File: src/atb_pkg.sv
// package of constants for the advanced timer time base
// assumes one 10 MHz clock and software controls presented as plain ports
package atb_pkg;
   localparam int ATB_CNT_W = 16;
   localparam int ATB_RCR_W = 16;
   localparam logic [15:0] ATB_CNT_RST = 16'h0000;
   localparam logic [15:0] ATB_ARR_RST = 16'hFFFF;
   localparam logic [15:0] ATB_PSC_RST = 16'h0000;
   localparam logic [15:0] ATB_RCR_RST = 16'h0000;
   localparam logic [1:0] ATB_CMS_EDGE = 2'h0;
   localparam logic [1:0] ATB_CMS_DOWN_FLAGS = 2'h1;
   localparam logic [1:0] ATB_CMS_UP_FLAGS = 2'h2;
   localparam logic [1:0] ATB_CMS_BOTH_FLAGS = 2'h3;
   localparam logic [3:0] ATB_SMS_INTERNAL = 4'h0;
   typedef enum logic [1:0] {
      ATB_MODE_UP,
      ATB_MODE_DOWN,
      ATB_MODE_CENTER
   } atb_mode_t;
endpackage

File: src/atb_prescaler.sv
// prescaler counter producing the counter tick
// assumes enable is a one-cycle qualifier of the prescaler input clock
`timescale 1ns/100ps
module atb_prescaler #(
   parameter int W = 16
) (
   input wire logic I_CLOCK, // system clock
   input wire logic I_RST, // async reset, active high
   input wire logic i_enable, // prescaler input clock enable
   input wire logic i_restart, // restart division from 0
   input wire logic [W-1:0] i_div, // active division value
   output logic o_tick // counter tick pulse
);
   logic [W-1:0] div_cnt_reg;

   assign o_tick = i_enable && !i_restart && (div_cnt_reg >= i_div);

   always_ff @(posedge I_CLOCK or posedge I_RST) begin
      if (I_RST) begin
         div_cnt_reg <= '0;
      end else if (i_restart || o_tick) begin
         div_cnt_reg <= '0;
      end else if (i_enable) begin
         div_cnt_reg <= div_cnt_reg + W'(1);
      end
   end
endmodule

File: src/atb_time_base.sv
// time base of the advanced timer: prescaler, counter, reload and repetition logic
// assumes software writes arrive as one-cycle strobes with data on plain ports
`timescale 1ns/100ps
module atb_time_base #(
   parameter int CW = atb_pkg::ATB_CNT_W,
   parameter int RW = atb_pkg::ATB_RCR_W
) (
   input wire logic I_CLOCK, // system clock 10 MHz
   input wire logic I_RST, // async reset, active high
   input wire logic I_COUNT_RUN, // count_run control bit
   input wire logic I_RELOAD_PRELOAD_EN, // reload_preload_en control bit
   input wire logic I_UPDATE_DISABLE, // update_disable control bit
   input wire logic I_UPDATE_SOURCE_SEL, // update_source_sel control bit
   input wire logic [1:0] I_CENTER_ALIGN_SEL, // center_align_sel field
   input wire logic I_DIR_DOWN, // software direction, 1 = down
   input wire logic [3:0] I_SLAVE_MODE_SEL, // slave_mode_sel field
   input wire logic I_SLAVE_CLK_EN, // prescaler input enable from slave logic
   input wire logic I_FORCE_UPDATE, // software writes 1 to force_update
   input wire logic I_SLAVE_FORCE_UPDATE, // slave controller sets force_update
   input wire logic I_FLAG_CLR, // clears update_flag
   input wire logic I_CNT_WR, // counter_value write strobe
   input wire logic [CW-1:0] I_CNT_WDATA, // counter_value write data
   input wire logic I_ARR_WR, // reload_value write strobe
   input wire logic [CW-1:0] I_ARR_WDATA, // reload_value write data
   input wire logic I_PSC_WR, // prescale_value write strobe
   input wire logic [CW-1:0] I_PSC_WDATA, // prescale_value write data
   input wire logic I_RCR_WR, // repetition_count write strobe
   input wire logic [RW-1:0] I_RCR_WDATA, // repetition_count write data
   output logic [CW-1:0] O_COUNTER_VALUE, // counter_value readback
   output logic [CW-1:0] O_RELOAD_VALUE, // reload_value readback
   output logic [CW-1:0] O_PRESCALE_VALUE, // prescale_value readback
   output logic [RW-1:0] O_REPETITION_COUNT, // repetition_count readback
   output logic [RW-1:0] O_REPEAT_LEFT, // wraps left before next update
   output logic O_FORCE_UPDATE, // force_update readback
   output logic O_UPDATE_FLAG, // update_flag status
   output logic O_UPDATE_EVENT, // update_event pulse
   output logic O_OVERFLOW, // counter overflow pulse
   output logic O_UNDERFLOW, // counter underflow pulse
   output logic O_COUNTER_TICK, // counter_tick pulse
   output logic O_DIR_DOWN, // current direction, 1 = down
   output logic O_COMPARE_FLAG_EN // compare flags allowed in this direction
);
   import atb_pkg::*;

   // ************************************************************
   // state
   // ************************************************************
   logic [CW-1:0] cnt_reg;
   logic [CW-1:0] cnt_next;
   logic [CW-1:0] arr_pre_reg;
   logic [CW-1:0] arr_shadow_reg;
   logic [CW-1:0] psc_pre_reg;
   logic [CW-1:0] psc_shadow_reg;
   logic [RW-1:0] rcr_reg;
   logic [RW-1:0] rep_reg;
   logic [RW-1:0] rep_next;
   logic run_reg;
   logic force_reg;
   logic dir_reg;
   logic dir_next;
   logic flag_reg;
   logic ovf_reg;
   logic unf_reg;
   logic uev_reg;
   logic wrap_ovf;
   logic wrap_unf;
   logic wrap_uev;
   logic update_event;
   logic set_flag;
   logic tick;
   logic psc_in;
   logic [CW-1:0] arr_act;
   atb_mode_t mode;

   // ************************************************************
   // mode and clock selection
   // ************************************************************
   always_comb begin
      if (I_CENTER_ALIGN_SEL != ATB_CMS_EDGE) begin
         mode = ATB_MODE_CENTER;
      end else if (I_DIR_DOWN) begin
         mode = ATB_MODE_DOWN;
      end else begin
         mode = ATB_MODE_UP;
      end
   end

   // internal clock feeds the prescaler every cycle while run_reg is set when slave mode is off
   assign psc_in = run_reg && ((I_SLAVE_MODE_SEL == ATB_SMS_INTERNAL) || I_SLAVE_CLK_EN);

   // reload takes effect at once when preload is off
   assign arr_act = I_RELOAD_PRELOAD_EN ? arr_shadow_reg : arr_pre_reg;

   atb_prescaler #(
      .W(CW)
   ) u_prescaler (
      .I_CLOCK(I_CLOCK),
      .I_RST(I_RST),
      .i_enable(psc_in),
      .i_restart(force_reg),
      .i_div(psc_shadow_reg),
      .o_tick(tick)
   );

   // ************************************************************
   // counter next value and wrap detection
   // ************************************************************
   always_comb begin
      cnt_next = cnt_reg;
      dir_next = dir_reg;
      wrap_ovf = 1'b0;
      wrap_unf = 1'b0;
      if (mode != ATB_MODE_CENTER) begin
         dir_next = I_DIR_DOWN;
      end
      if (tick && !force_reg && !I_CNT_WR) begin
         case (mode)
            ATB_MODE_UP: begin
               if (cnt_reg >= arr_act) begin
                  cnt_next = '0;
                  wrap_ovf = 1'b1;
               end else begin
                  cnt_next = cnt_reg + CW'(1);
               end
            end
            ATB_MODE_DOWN: begin
               if (cnt_reg == '0) begin
                  cnt_next = arr_act;
                  wrap_unf = 1'b1;
               end else begin
                  cnt_next = cnt_reg - CW'(1);
               end
            end
            default: begin
               if (arr_act == '0) begin
                  cnt_next = '0;
               end else if (!dir_reg) begin
                  if (cnt_reg >= arr_act - CW'(1)) begin
                     cnt_next = arr_act;
                     dir_next = 1'b1;
                     wrap_ovf = 1'b1;
                  end else begin
                     cnt_next = cnt_reg + CW'(1);
                  end
               end else begin
                  if (cnt_reg <= CW'(1)) begin
                     cnt_next = '0;
                     dir_next = 1'b0;
                     wrap_unf = 1'b1;
                  end else begin
                     cnt_next = cnt_reg - CW'(1);
                  end
               end
            end
         endcase
      end
   end

   // ************************************************************
   // repetition and update event
   // ************************************************************
   always_comb begin
      rep_next = rep_reg;
      wrap_uev = 1'b0;
      // wraps keep using up repetitions while updates are disabled
      if (wrap_ovf || wrap_unf) begin
         if (rep_reg != '0) begin
            rep_next = rep_reg - RW'(1);
         end else if (!I_UPDATE_DISABLE) begin
            wrap_uev = 1'b1;
         end
      end
      if (force_reg || wrap_uev) begin
         rep_next = rcr_reg;
      end
   end

   assign update_event = force_reg || wrap_uev;
   assign set_flag = wrap_uev || (force_reg && !I_UPDATE_SOURCE_SEL);

   // ************************************************************
   // registers
   // ************************************************************
   always_ff @(posedge I_CLOCK or posedge I_RST) begin
      if (I_RST) begin
         run_reg <= 1'b0;
      end else begin
         run_reg <= I_COUNT_RUN;
      end
   end

   always_ff @(posedge I_CLOCK or posedge I_RST) begin
      if (I_RST) begin
         force_reg <= 1'b0;
      end else begin
         force_reg <= I_FORCE_UPDATE || I_SLAVE_FORCE_UPDATE;
      end
   end

   // a forced update reinitialises the count ahead of any write or tick
   always_ff @(posedge I_CLOCK or posedge I_RST) begin
      if (I_RST) begin
         cnt_reg <= ATB_CNT_RST;
         dir_reg <= 1'b0;
      end else if (force_reg) begin
         cnt_reg <= (mode == ATB_MODE_DOWN) ? (I_RELOAD_PRELOAD_EN ? arr_pre_reg : arr_act)
                                            : '0;
         dir_reg <= (mode == ATB_MODE_CENTER) ? 1'b0 : I_DIR_DOWN;
      end else if (I_CNT_WR) begin
         cnt_reg <= I_CNT_WDATA;
         dir_reg <= dir_next;
      end else if (run_reg) begin
         cnt_reg <= cnt_next;
         dir_reg <= dir_next;
      end else begin
         dir_reg <= dir_next;
      end
   end

   // preload registers accept software writes at any time
   always_ff @(posedge I_CLOCK or posedge I_RST) begin
      if (I_RST) begin
         arr_pre_reg <= ATB_ARR_RST;
         psc_pre_reg <= ATB_PSC_RST;
         rcr_reg <= RW'(ATB_RCR_RST);
      end else begin
         if (I_ARR_WR) begin
            arr_pre_reg <= I_ARR_WDATA;
         end
         if (I_PSC_WR) begin
            psc_pre_reg <= I_PSC_WDATA;
         end
         if (I_RCR_WR) begin
            rcr_reg <= I_RCR_WDATA;
         end
      end
   end

   // shadows follow their preloads only on an update event
   always_ff @(posedge I_CLOCK or posedge I_RST) begin
      if (I_RST) begin
         arr_shadow_reg <= ATB_ARR_RST;
         psc_shadow_reg <= ATB_PSC_RST;
         rep_reg <= RW'(ATB_RCR_RST);
      end else begin
         rep_reg <= rep_next;
         if (update_event) begin
            arr_shadow_reg <= arr_pre_reg;
            psc_shadow_reg <= psc_pre_reg;
         end
      end
   end

   // hardware set wins over a clear in the same cycle
   always_ff @(posedge I_CLOCK or posedge I_RST) begin
      if (I_RST) begin
         flag_reg <= 1'b0;
      end else if (set_flag) begin
         flag_reg <= 1'b1;
      end else if (I_FLAG_CLR) begin
         flag_reg <= 1'b0;
      end
   end

   // event and wrap pulses stand one cycle behind the edge that makes them
   always_ff @(posedge I_CLOCK or posedge I_RST) begin
      if (I_RST) begin
         uev_reg <= 1'b0;
         ovf_reg <= 1'b0;
         unf_reg <= 1'b0;
      end else begin
         uev_reg <= update_event;
         ovf_reg <= wrap_ovf && run_reg;
         unf_reg <= wrap_unf && run_reg;
      end
   end

   // ************************************************************
   // outputs
   // ************************************************************
   // edge mode lets compare flags through in both directions
   always_comb begin
      case (I_CENTER_ALIGN_SEL)
         ATB_CMS_DOWN_FLAGS: O_COMPARE_FLAG_EN = dir_reg;
         ATB_CMS_UP_FLAGS: O_COMPARE_FLAG_EN = !dir_reg;
         ATB_CMS_BOTH_FLAGS: O_COMPARE_FLAG_EN = 1'b1;
         default: O_COMPARE_FLAG_EN = 1'b1;
      endcase
   end

   assign O_COUNTER_VALUE = cnt_reg;
   assign O_RELOAD_VALUE = arr_pre_reg;
   assign O_PRESCALE_VALUE = psc_pre_reg;
   assign O_REPETITION_COUNT = rcr_reg;
   assign O_REPEAT_LEFT = rep_reg;
   assign O_FORCE_UPDATE = force_reg;
   assign O_UPDATE_FLAG = flag_reg;
   assign O_UPDATE_EVENT = uev_reg;
   assign O_OVERFLOW = ovf_reg;
   assign O_UNDERFLOW = unf_reg;
   assign O_COUNTER_TICK = tick && run_reg;
   assign O_DIR_DOWN = dir_reg;
endmodule

File: config.mk
export PLATFORM = sky130hd
export DESIGN_NAME = atb_time_base
export DESIGN_NICKNAME = d
export VERILOG_FILES = /design/src/atb_pkg.sv /design/src/atb_prescaler.sv /design/src/atb_time_base.sv
export SDC_FILE = /design/constraint.sdc
export NUM_CORES = 1
export LEC_CHECK = 0
export ABC_AREA = 0
export BUFFER_PORTS_ARGS = -buffer_cell sky130_fd_sc_hd__buf_2
export CAP_MARGIN = 30
export CORE_MARGIN = 8
export CORE_UTILIZATION = 31
export CTS_BUF_LIST = sky130_fd_sc_hd__clkbuf_8
export DETAILED_ROUTE_END_ITERATION = 7
export PLACE_DENSITY = 0.53
export SLEW_MARGIN = 20
export SYNTH_ARGS = -nofsm -noshare
export SYNTH_HDL_FRONTEND = slang
export SYNTH_SLANG_ARGS = --single-unit
export TNS_END_PERCENT = 100
File: constraint.sdc
create_clock -name I_CLOCK -period 4.5 [get_ports I_CLOCK]
set_clock_uncertainty 0.2 [all_clocks]
set_input_delay 0.675 -clock I_CLOCK [delete_from_list [all_inputs] [get_ports I_CLOCK]]
set_output_delay 0.675 -clock I_CLOCK [all_outputs]
set_load 0.02 [all_outputs]
======== After elaboration in Yosys (flattened, before gate mapping) ========
Cells that the tools add are included.
operators by class
  add/subtract/negate cells ............... 5
  multiplexer cells ....................... 48
  order comparisons ....................... 4
  equality and inequality tests ........... 5
  reductions and logical operators ........ 34
operators by type and width
  operator                 number
  $mux W16                 18
  $ge A16 B16 Y1           3
  $sub A16 B1 Y16 const B  3
  $add A16 B1 Y16 const B  2
  $logic_not A16 Y1        2
  $pmux W16 S2             1
  $mux W1                  25
  $le A16 B1 Y1 const B    1
  $reduce_bool A16 Y1      1
  $reduce_bool A2 Y1       5
  $logic_and A1 B1 Y1      9
  $logic_or A1 B1 Y1       6
  $pmux W1 S2              3
  $reduce_bool A3 Y1       2
  $eq A2 B1 Y1 const B     2
  $eq A2 B2 Y1 const B     2
  $logic_not A1 Y1         4
  $logic_not A4 Y1         1
  $reduce_and A2 Y1        2
  $logic_not A2 Y1         1
  $mux W2                  1
  $ne A2 B2 Y1 const B     1
  $reduce_or A2 Y1         1
word-level totals
  word-level logic and storage cells ...... 111
  output and inout port bits .............. 88
  register bits ........................... 135

======== Logic depth before layout (Yosys ltp) ========
Gate-level depths: netlist (run 1).
  word-level depth ........................ 13
  gate-level depth with buffers ........... 23
  mapped depth without buffers ............ 18

======== By module ========
Synthesis (run 1) repeated with hierarchy kept, for this count alone.
second synthesis, totals
  cell total of the unflattened synthesis .. 925
  area, all modules ....................... 8,914.8 um^2
modules (own cells, without submodules)
  module         cells an instance  times used  area each (um^2)  sequential area each (um^2)
  atb_time_base  790                1           7,666.1           3,017.9
  atb_prescaler  135                1           1,248.7           400.4

======== Worst setup path after synthesis (run 1) ========
OpenSTA, ideal clock, no wires.
  path type ............................... input port to flip-flop
  start point ............................. input port I_RELOAD_PRELOAD_EN
  end point ............................... register psc_shadow_reg[0]
  path slack .............................. -1.155 ns
  arrival ................................. 5.339 ns
  stages .................................. 22
  cell sequence ........................... buf_4 buf_6 buf_2 mux2i_1 nand3_1 a2111oi_0 nand3_1 nor3_1 nand2_1 nor2_1 xnor2_1 ha_1 nand4_1 or3_1 a21oi_1 o211ai_2 nor3b_4 o41a_4 buf_4 buf_4 nand2_1 nand2_1
between the ends
  word-level cells in the longest chain between the ends .. 11
  elaborated cells between the ends (all ways) .. 17
  classes of those cells .................. 1 x add/sub; 2 x order compare; 11 x mux; 3 x reduce/logical
ends and longest elaborated chain
  what                    RTL line              text
  start: declaration      atb_time_base.sv:11   input wire logic I_RELOAD_PRELOAD_EN,
  $mux W16 (*)            atb_time_base.sv:92   assign arr_act = I_RELOAD_PRELOAD_EN ? arr_shadow_reg : arr_pre_reg;
  $sub A16 B1 Y16         atb_time_base.sv:138  if (cnt_reg >= arr_act - CW'(1)) begin
  $ge A16 B16 Y1          atb_time_base.sv:138
  $mux W1                 atb_time_base.sv:138
  $mux W1                 atb_time_base.sv:137  end else if (!dir_reg) begin
  $mux W1                 atb_time_base.sv:135  if (arr_act == '0) begin
  $pmux W1 S2             atb_time_base.sv:117  case (mode)
  $mux W1                 atb_time_base.sv:116  if (tick && !force_reg && !I_CNT_WR) begin
  $logic_or A1 B1 Y1 (*)  atb_time_base.sv:166  if (wrap_ovf || wrap_unf) begin
  $mux W1 (*)             atb_time_base.sv:166
  $logic_or A1 B1 Y1 (*)  atb_time_base.sv:178  assign update_event = force_reg || wrap_uev;
  end signal: assignment  atb_time_base.sv:249  psc_shadow_reg <= psc_pre_reg;
  end: declaration        atb_time_base.sv:53   logic [CW-1:0] psc_shadow_reg;
Mark *: on every way between the ends. The rest lies on a longest branch, timed or not.
A chain may end at the register's enable or synchronous reset.

======== Final worst setup path (run 1) ========
  start point ............................. input port I_RELOAD_PRELOAD_EN
  end point ............................... register cnt_reg[8], in the netlist O_COUNTER_VALUE[8]
between the ends
  word-level cells in the longest chain between the ends .. 11
  elaborated cells between the ends (all ways) .. 17
  classes of those cells .................. 1 x add/sub; 2 x order compare; 13 x mux; 1 x reduce/logical
ends and longest elaborated chain
  what                    RTL line              text
  $mux W16                atb_time_base.sv:92
  $sub A16 B1 Y16         atb_time_base.sv:138
  $ge A16 B16 Y1          atb_time_base.sv:138
  $mux W16                atb_time_base.sv:138
  $mux W16                atb_time_base.sv:137
  $mux W16                atb_time_base.sv:135
  $pmux W16 S2            atb_time_base.sv:117
  $mux W16                atb_time_base.sv:116
  $mux W16                atb_time_base.sv:212  end else if (run_reg) begin
  $mux W16                atb_time_base.sv:209  end else if (I_CNT_WR) begin
  $mux W16 (*)            atb_time_base.sv:205  end else if (force_reg) begin
  end signal: assignment  atb_time_base.sv:206  cnt_reg <= (mode == ATB_MODE_DOWN) ? (I_RELOAD_PRELOAD_EN ? arr_pre_reg : arr_act)
  end signal: assignment  atb_time_base.sv:213  cnt_reg <= cnt_next;
  end: declaration        atb_time_base.sv:48   logic [CW-1:0] cnt_reg;
Mark *: on every way between the ends. The rest lies on a longest branch, timed or not. The select of a mux whose other input is x is not followed.

==> results of run 1 <==
==> timing repair <==
| action | 4_1_cts | 5_1_grt |
|---|---|---|
| buffers inserted | 3 | 14 |
| resized for setup | 6 | 58 |
| setup endpoints to repair | 59 | 63 |
| pin swaps | 1 | 39 |
| cloned | 0 | 2 |
==> area by class of cell <==
cell class | count | area share (%)
Sequential cell | 135 | 28.51
Tap cell | 390 | 4.069
Antenna cell | 1 | 0.02087
Clock inverter | 15 | 1.346
Multi-Input combinational cell | 742 | 46.45
Inverter | 49 | 1.680
Timing Repair Buffer | 291 | 15.97
Clock buffer | 17 | 1.951
==> cell families after synthesis <==
family	share of synthesized area, %
DFF	37.32
xor gates and xnor gates	5.354
muxes	8.387
and+or+nand+nor	18.14
buffers and inverters	4.917
AOI/OAI and AO/OA	18.10
adders and majority gates	7.786
==> per-layer routing <==
metal / vias to the layer above / wire length (µm) / GRT usage, %
li1: 4128 / - / -
met1: 4162 / 14980 / 23.69
met2: 295 / 14850 / 29.14
met3: 56 / 1820 / 4.458
met4: 4 / 736 / 5.424
met5: - / 23 / 0
==> metrics by stage <==
stage / hold WS [ns] / area [µm²] / power, mW / worst slack, ns
after floorplan: 0.2368 / 9300 / 2.195 / -0.4297
after global placement: 0.2456 / 11200 / 2.674 / -0.5680
after detailed placement: 0.2481 / 11200 / 2.684 / -0.6639
after CTS: 0.07575 / 11630 / 3.775 / 0.003838
after global routing: 0.08769 / 11990 / 4.011 / -0.1652
final: 0.06478 / 11990 / 3.784 / -0.005655
==> final timing paths <==
path	endpoint	slack, ns	cells past startpoint
hold / removal	O_REPEAT_LEFT[1]$_DFFE_PP0P_	0.06	2
hold reg to reg	arr_shadow_reg[7]$_DFFE_PP1P_	0.26	2
min in group I_CLOCK	run_reg$_DFF_PP0_	0.13	1
setup / recovery	O_COUNTER_VALUE[8]$_DFFE_PP0P_	-0.006	20
max in group asynchronous	arr_shadow_reg[8]$_DFFE_PP1P_	3.15	3
setup reg to reg	O_COUNTER_VALUE[8]$_DFFE_PP0P_	0.03	19
==> cell usage in the layout, fill, tap and decap left out, types with 9 or more instances in the layout <==
cell type  count
clkbuf_8      17
dfrtp_1      103
ha_1          56
a21oi_1       42
and3_1        10
o21ai_1       28
buf_4        102
buf_2        171
a31oi_1       12
inv_1         43
nand2_1      117
xor2_1        24
o21ai_0       25
and4_1        10
o31ai_1        9
nand3_1       26
a21o_1         9
nor4_1        11
dfstp_2       32
mux2_2        58
buf_6          9
nand4_1       14
a221o_1       15
nor2_1        59
nor3_1        18
xnor2_1       31
==> power groups by stage <==
stage          combinational [mW]  sequential [mW]  clock [mW]
6_report                     1.24             1.49        1.06
3_3_place_gp                 1.17             1.51           0
2_1_floorplan               0.637             1.56           0
5_1_grt                      1.36             1.51        1.15
3_5_place_dp                 1.18             1.51           0
4_1_cts                      1.19             1.49        1.10
==> impl_metrics.tcl, run 1 <==
set metrics [dict create \
    cts.sinks 135 \
    cts.clk_slew.worst_paths_ns 0.10 \
    end_kind "flop" \
    p_clk_share_pct 27.9 \
    synth-seq-cells 135 \
    htree_levels 4 \
    io_buffer_count 172 \
    synth.distinct_cells 82 \
    r2r_start "O_RELOAD_VALUE[2]$_DFFE_PP1P_" \
    dieArea_mm2 0.03530 \
    yosys.cell_count.top_type "nand2_1" \
    fin_ws_ns -0.005655 \
    track_usage_pct 18.11 \
    period_minus_slack_ns 4.506 \
    antenna_found_initial 2 \
    violations "setup timing" \
    grt_overflow 0 \
    synth_area_leaders "dfrtp_1, dfstp_2, ha_1" \
    register_area_mm2 0.003418 \
    swShare_pct 37.65 \
    nets 1378 \
    p_switching_mw 1.424 \
    tightest_slew_ns 0.8720 \
    synth.top_cell.area_share_pct 28.14 \
    min_period_over_period_pct 100.1 \
    p_leak_nw 5.485 \
    critical_path_buf_inv_count 3 \
    routabilityCongestion 0.8847 \
    netlist_instances 980 \
    syn_area_mm2 0.009160 \
    pwr-share-comb_pct 32.8 \
    path_cells "buf_6, mux2i_2, nand3_2, a2111oi_4, nand3_2, nor3_4, nand2_2, nor2_2, xnor2_1, ha_1, a21o_1, a21o_1, a2111o_1, buf_4, nor3_1, o31ai_1, a221oi_1, buf_4, a2111oi_0, a221o_1" \
    hold_viol_final 0 \
    critPathLaunch "I_RELOAD_PRELOAD_EN" \
    ctsLongestPathBuffers 2 \
    synthTopCellsByCount "nand2_1, dfrtp_1, nor2_1, mux2_2, ha_1" \
    grt_max_degree 80 \
    detail_route.iter0.violations 563 \
    maxCapViolations 0 \
    critPathTopFamily "compound AO/OA/AOI/OAI gates" \
    layout-drive-gt1-share_pct 38.51 \
    crit_slowest_cell "a2111o_1" \
    drc 0 \
    setup_violations 1 \
    die_w_um 187.9 \
    ant_nets 0 \
    vias_per_cell 5.271 \
    core_mm2 0.02940 \
    wl_per_cell_um 19.76 \
    cp-start-kind "primary input" \
    slowest_delay_ns 0.41 \
    wirelength_mm 32.41 \
    powerDensity_mw_per_mm2 315.5 \
    grt_pass1_vias 8928 \
    holdBufCountCts 0 \
    p_seq_share_pct 39.3 \
    hpwl_mm 24.27 \
    max_freq_mhz 221.9 \
    synth_warnings 0 \
    worstSkewPairLatency_ns 0.46 \
    ys.flop_type "dfrtp_1" \
    synth_largest_area_cell "dfrtp_1" \
    numPlacedInstances 1593 \
    vias 8645 \
    start_util_pct 31.15 \
    synth_edf_count 0 \
    multi_input_area_mm2 0.005570 \
    io_pins 173 \
    cp.required_ns 4.64 \
    synthesis.nets 1122 \
    rsz0062_at_grt "true" \
    cts_root_buf "clkbuf_8" \
    rows 63 \
    fin_setup_tns_ns -0.005655 \
    drv_slew 0 \
    p_int_mw 2.359 \
    async_flop_share_pct 100.0 \
    fin_util_pct 40.78 \
    grt_first_pass_wirelength_mm 51.13 \
    hold_class "in -> async" \
    finalNonFillerCells 1640 \
    cts_tree "built" \
    first_pass_iters 5 \
    nFillCells 3012 \
    synthToLayoutAreaGrowth_pct 30.91 \
    status "finished, violations left" \
    cp.arrival_ns 4.65 \
    ir_worst_vdd_v 0.0001994 \
    seq_area_frac_synth_pct 37.32 \
    crit_fanout 6 \
    cts_made_buffers 17 \
    path_class "in -> reg" \
    dieHeight_um 187.9 \
    avgSynthCellArea_um2 9.347 \
    slew-limit-headroom_pct 41.87 \
]
(Power assumes the default switching activity.)
==> inputs of run 2 (changes only) <==
- MAX_ROUTING_LAYER: unset -> met4
==> impl_metrics.tcl, run 2 (same netlist as run 1, synthesis figures left out) <==
set metrics [dict create \
    io_buffer_count 172 \
    routabilityCongestion 0.9221 \
    rsz0062_at_grt "true" \
    min_period_over_period_pct 98.41 \
    layout_commonest_cell "buf_2" \
    place_area_mm2 0.01120 \
    drv_slew 0 \
    cp.arrival_ns 4.59 \
    wirelength_mm 32.67 \
    setup_violations 0 \
    final_cell_mix "buf_2, nand2_1, buf_4" \
    vias 8649 \
    track_usage_pct 18.85 \
    cts_tree "built" \
    power_mw 3.822 \
    cp.required_ns 4.66 \
    p_leak_nw 5.506 \
    worstSkewPairLatency_ns 0.47 \
    grt_first_pass_wirelength_mm 51.33 \
    grt_max_degree 74 \
    crit_slowest_cell "a2111o_1" \
    detail_route.iter0.violations 747 \
    die_w_um 187.9 \
    wl_per_cell_um 19.84 \
    antenna_found_initial 3 \
    drc 0 \
    finalNonFillerCells 1647 \
    layout-drive-gt1-share_pct 38.39 \
    dieHeight_um 187.9 \
    nets 1382 \
    crit_fanout 6 \
    first_pass_iters 5 \
    holdBufCountCts 0 \
    hpwl_mm 24.19 \
    hold_viol_final 0 \
    critical_path_buf_inv_count 3 \
    ant_nets 0 \
    max_freq_mhz 225.8 \
    cts.clk_slew.worst_paths_ns 0.11 \
    dieArea_mm2 0.03530 \
    cts_root_buf "clkbuf_8" \
    vias_per_cell 5.251 \
    status "completed" \
    critPathTopFamily "compound AO/OA/AOI/OAI gates" \
    maxCapViolations 0 \
    grt_overflow 0 \
    fin_setup_tns_ns 0 \
    dp_slack_ns -0.6341 \
    core_mm2 0.02940 \
    path_cells "buf_8, mux2i_4, nand3_2, a2111oi_4, nand3_2, nor3_4, nand2_2, nor2_2, xnor2_1, ha_1, a21o_1, a21o_1, a2111o_1, o211ai_2, nor3b_4, buf_6, nor4_4, buf_4, mux2i_1, mux2_2" \
    slowest_delay_ns 0.46 \
    start_util_pct 31.15 \
    period_minus_slack_ns 4.429 \
    path_class "in -> reg" \
    cp-start-kind "primary input" \
    slew-limit-headroom_pct 41.19 \
    ir_worst_vdd_v 0.0001877 \
    htree_levels 4 \
    synthToLayoutAreaGrowth_pct 31.38 \
    io_pins 173 \
    fin_ws_ns 0.07142 \
    end_kind "flop" \
    nFillCells 2959 \
    hold_class "in -> async" \
    cts.sinks 135 \
    rows 63 \
    grt_pass1_vias 8719 \
    holdWs_ns 0.1180 \
    postLayoutCellArea_mm2 0.01203 \
    ctsLongestPathBuffers 2 \
    numPlacedInstances 1593 \
    powerDensity_mw_per_mm2 317.6 \
    cts_made_buffers 17 \
    fin_util_pct 40.93 \
    tightest_slew_ns 0.8821 \
]
[run 2: timing repair]
item,in CTS,in global routing
pin swaps,3,33
cloned,1,1
gates resized for setup,6,50
buffers inserted,2,17
setup endpoints to repair,46,63
[run 2: final timing paths]
kind | start | end | slack [ns] | cells after the start
max in group asynchronous | I_RST | O_RELOAD_VALUE[5]$_DFFE_PP1P_ | 3.13 | 3
min in group I_CLOCK | I_COUNT_RUN | run_reg$_DFF_PP0_ | 0.12 | 1
min | I_RST | O_PRESCALE_VALUE[10]$_DFFE_PP0P_ | 0.12 | 2
max | I_RELOAD_PRELOAD_EN | O_REPEAT_LEFT[1]$_DFFE_PP0P_ | 0.07 | 20
min reg2reg | arr_shadow_reg[13]$_DFFE_PP1P_ | arr_shadow_reg[13]$_DFFE_PP1P_ | 0.26 | 2
max reg2reg | O_RELOAD_VALUE[0]$_DFFE_PP1P_ | O_REPEAT_LEFT[1]$_DFFE_PP0P_ | 0.11 | 19
[run 2: final cells by class]
class                           count  area (µm²)  share of cell area, %
Antenna cell                        4       10.01                0.08318
Clock buffer                       18       247.7                  2.059
Clock inverter                     14       156.4                  1.300
Inverter                           49       201.4                  1.674
Multi-Input combinational cell    742        5563                  46.23
Sequential cell                   135        3418                  28.41
Tap cell                          390       488.0                  4.055
Timing Repair Buffer              295        1949                  16.20
[run 2: metal layers]
layer / vias up / track usage [%] / routed length, µm
li1: 4145 / - / -
met1: 4203 / 24.95 / 15290
met2: 268 / 29.25 / 15250
met3: 33 / 3.640 / 1585
met4: 0 / 4.818 / 546
met5: - / - / 0
[run 2: worst register-to-register path, cell delays in order, from the launching register on]
cell       delay [ns]
dfstp_2          0.40
mux2i_4          0.17
nand3_2          0.13
a2111oi_4        0.35
nand3_2          0.17
nor3_4           0.25
nand2_2          0.10
nor2_2           0.12
xnor2_1          0.13
ha_1             0.26
a21o_1           0.16
a21o_1           0.17
a2111o_1         0.46
o211ai_2         0.20
nor3b_4          0.28
buf_6            0.15
nor4_4           0.04
buf_4            0.20
mux2i_1          0.12
mux2_2           0.25
[run 2: where the power goes]
| part | switching [mW] | internal [mW] |
|---|---|---|
| Combinational | 0.693 | 0.555 |
| Sequential | 0.137 | 1.35 |
| Clock | 0.611 | 0.478 |
==> inputs of run 3 (changes only) <==
- PLACE_DENSITY: 0.53 -> 0.54
- SYNTH_HIERARCHICAL: unset -> 1
==> impl_metrics.tcl, run 3 <==
set metrics [dict create \
    grt_first_pass_wirelength_mm 47.08 \
    worstSkewPairLatency_ns 0.47 \
    cts_made_buffers 17 \
    nFillCells 3002 \
    htree_levels 4 \
    cts.sinks 135 \
    synth_area_leaders "dfrtp_1, mux2_2, dfstp_2" \
    dieArea_mm2 0.03444 \
    hold_viol_final 0 \
    wl_per_cell_um 19.52 \
    critPathLaunch "I_RELOAD_PRELOAD_EN" \
    layout-drive-gt1-share_pct 37.39 \
    avgSynthCellArea_um2 9.638 \
    hold_class "in -> async" \
    io_pins 173 \
    drv_slew 0 \
    io_buffer_count 172 \
    synthToLayoutAreaGrowth_pct 24.51 \
    synth_warnings 6 \
    status "completed" \
    synth_largest_area_cell "dfrtp_1" \
    antenna_found_initial 0 \
    max_freq_mhz 239.3 \
    cp.arrival_ns 4.33 \
    synthTopCellsByCount "dfrtp_1, mux2_2, nand2_1, o21ai_0, ha_1" \
    period_minus_slack_ns 4.179 \
    track_usage_pct 18.08 \
    finalNonFillerCells 1542 \
    muxShareOfSynthArea_pct 12.04 \
    hpwl_mm 23.38 \
    synthSimpleGateAreaFrac_pct 16.52 \
    place_area_mm2 0.01064 \
    async_flop_share_pct 100.0 \
    synthesis.nets 1067 \
    synth.top_cell.area_share_pct 28.91 \
    crit_slowest_cell "mux2_2" \
    tightest_slew_ns 0.9190 \
    ctsLongestPathBuffers 2 \
    netlist_instances 925 \
    synth_edf_count 0 \
    end_kind "flop" \
    p_leak_nw 4.980 \
    routabilityCongestion 0.8923 \
    rows 62 \
    seq_area_frac_synth_pct 38.34 \
    synth_compound_area_share_pct 16.04 \
    vias_per_cell 5.305 \
    powerDensity_mw_per_mm2 328.2 \
    numPlacedInstances 1510 \
    drc 0 \
    synth-seq-cells 135 \
    cp.required_ns 4.65 \
    cts_tree "built" \
    min_period_over_period_pct 92.87 \
    grt_pass1_vias 8401 \
    start_util_pct 31.23 \
    die_w_um 185.6 \
    synth_top_family_by_area "simple AND/OR/NAND/NOR gates" \
    slowest_delay_ns 0.37 \
    regToRegSetupSlack_ns 0.39 \
    path_class "in -> reg" \
    final_cell_mix "buf_2, dfrtp_1, mux2_2" \
    power_mw 3.643 \
    core_mm2 0.02855 \
    postLayoutCellArea_mm2 0.01110 \
    setup_violations 0 \
    cts_root_buf "clkbuf_8" \
    wirelength_mm 30.11 \
    grt_overflow 0 \
    yosys.area_share.adder_pct 8.000 \
    ant_nets 0 \
    ys.flop_type "dfrtp_1" \
    slew-limit-headroom_pct 38.73 \
    first_pass_iters 8 \
    path_cells "clkbuf_4, mux2_2, inv_1, buf_4, o211ai_1, nor2_1, o21ai_1, nor2_1, xor2_1, ha_1, nand4_1, nor2_1, a211oi_2, buf_4, nand2_1, a32o_1, buf_4, a31oi_2, buf_4, a21oi_1, o221a_2" \
    n_antenna_cell 0 \
    maxCapViolations 0 \
    synth_xor_xnor_area_share_pct 4.421 \
    rsz0062_at_grt "false" \
    holdBufCountCts 0 \
    crit_fanout 6 \
    cts.clk_slew.worst_paths_ns 0.12 \
    nets 1287 \
    r2r_start "O_RELOAD_VALUE[4]$_DFFE_PP1P_" \
    grt_max_degree 60 \
    critPathMostFrequentCell "buf_4" \
    detail_route.iter0.violations 532 \
    multi_input_area_mm2 0.005170 \
    cp-start-kind "primary input" \
    syn_area_mm2 0.008915 \
    yosys.cell_count.top_type "dfrtp_1" \
    fin_setup_tns_ns 0 \
    vias 8181 \
    layout_commonest_cell "buf_2" \
    dieHeight_um 185.6 \
    synth.distinct_cells 72 \
    cts_setup_buffers 0 \
    register_area_mm2 0.003418 \
    ir_worst_vdd_v 0.0002170 \
    worst-r2r-cell-count 18 \
]
## run 3: changes by cell type after synthesis, sizes merged, moves of 8 or more
cell / delta
a211oi: +8
a21oi: -11
a221o: -10
a22oi: +9
mux2: +20
mux2i: +8
nand2: -44
o211ai: +8
xnor2: -12
## run 3: kinds of logic (layout without fill, tap and decap cells)
kind of cell | Yosys count | in the layout
AO/OA/AOI/OAI | 210 | 210
XOR/XNOR | 45 | 45
adder cells (fa/ha/maj) | 57 | 57
buffers and inverters | 93 | 326
flip-flops | 135 | 135
multiplexers | 97 | 97
AND/OR/NAND/NOR | 288 | 288
## run 3: cell type report
| class | instances | area share (%) |
|---|---|---|
| clock buffers | 17 | 2.108 |
| clock inverters | 15 | 1.612 |
| inverters | 47 | 1.612 |
| multi-input cells | 697 | 46.58 |
| flip-flops and latches | 135 | 30.80 |
| well taps | 384 | 4.329 |
| repair buffers | 247 | 12.96 |
## run 3: what timing repair did
item,CTS,global route
endpoints found under the hold margin,0,0
resized for setup,0,9
setup endpoints to repair,0,54
## run 3: path summary, 6_finish.rpt
| path | endpoint |
|---|---|
| setup / recovery | O_REPEAT_LEFT[0]$_DFFE_PP0P_ |
| hold / removal | u_prescaler/div_cnt_reg[5]$_DFFE_PP0P_ |
| setup reg to reg | O_REPEAT_LEFT[12]$_DFFE_PP0P_ |
| hold reg to reg | psc_shadow_reg[1]$_DFFE_PP0P_ |
| max in group asynchronous | O_REPEAT_LEFT[15]$_DFFE_PP0P_ |
| min in group I_CLOCK | run_reg$_DFF_PP0_ |
## run 3: stage by stage
| step | utilization, % | hold slack [ns] | setup WS, ns |
|---|---|---|---|
| global placement | 37.29 | 0.2922 | -0.1556 |
| detailed placement | 37.29 | 0.2964 | -0.2289 |
| floorplan | - | 0.2806 | -0.03599 |
| CTS | 38.73 | 0.09369 | 0.2639 |
| finish | 38.88 | 0.09636 | 0.3209 |
| global route | 38.88 | 0.09527 | 0.004638 |
## run 3: per-layer routing
| layer | vias up | part of all wire, % | GRT usage (%) | wire, µm |
|---|---|---|---|---|
| met5 | - | 0 | - | 0 |
| met4 | 0 | 2.7 | 6.986 | 816 |
| met3 | 49 | 6.5 | 2.928 | 1965 |
| met2 | 317 | 44 | 26.36 | 13100 |
| met1 | 3962 | 47 | 24.82 | 14220 |
| li1 | 3853 | - | - | - |
## run 3: power breakdown
group | switching, mW | internal, mW | total (mW)
clock | 0.621 | 0.427 | 1.05
sequential | 0.169 | 1.35 | 1.52
combinational | 0.612 | 0.459 | 1.07
total | 1.40 | 2.24 | 3.64
## run 3: worst max-delay path, delay by kind of cell
family          cells  cell delay (ns)
compound gates      7             1.28
xor+xnor            1             0.16
fa+ha+maj           1             0.27
buf+inv             6             0.92
mux                 1             0.37
simple gates        5             0.67
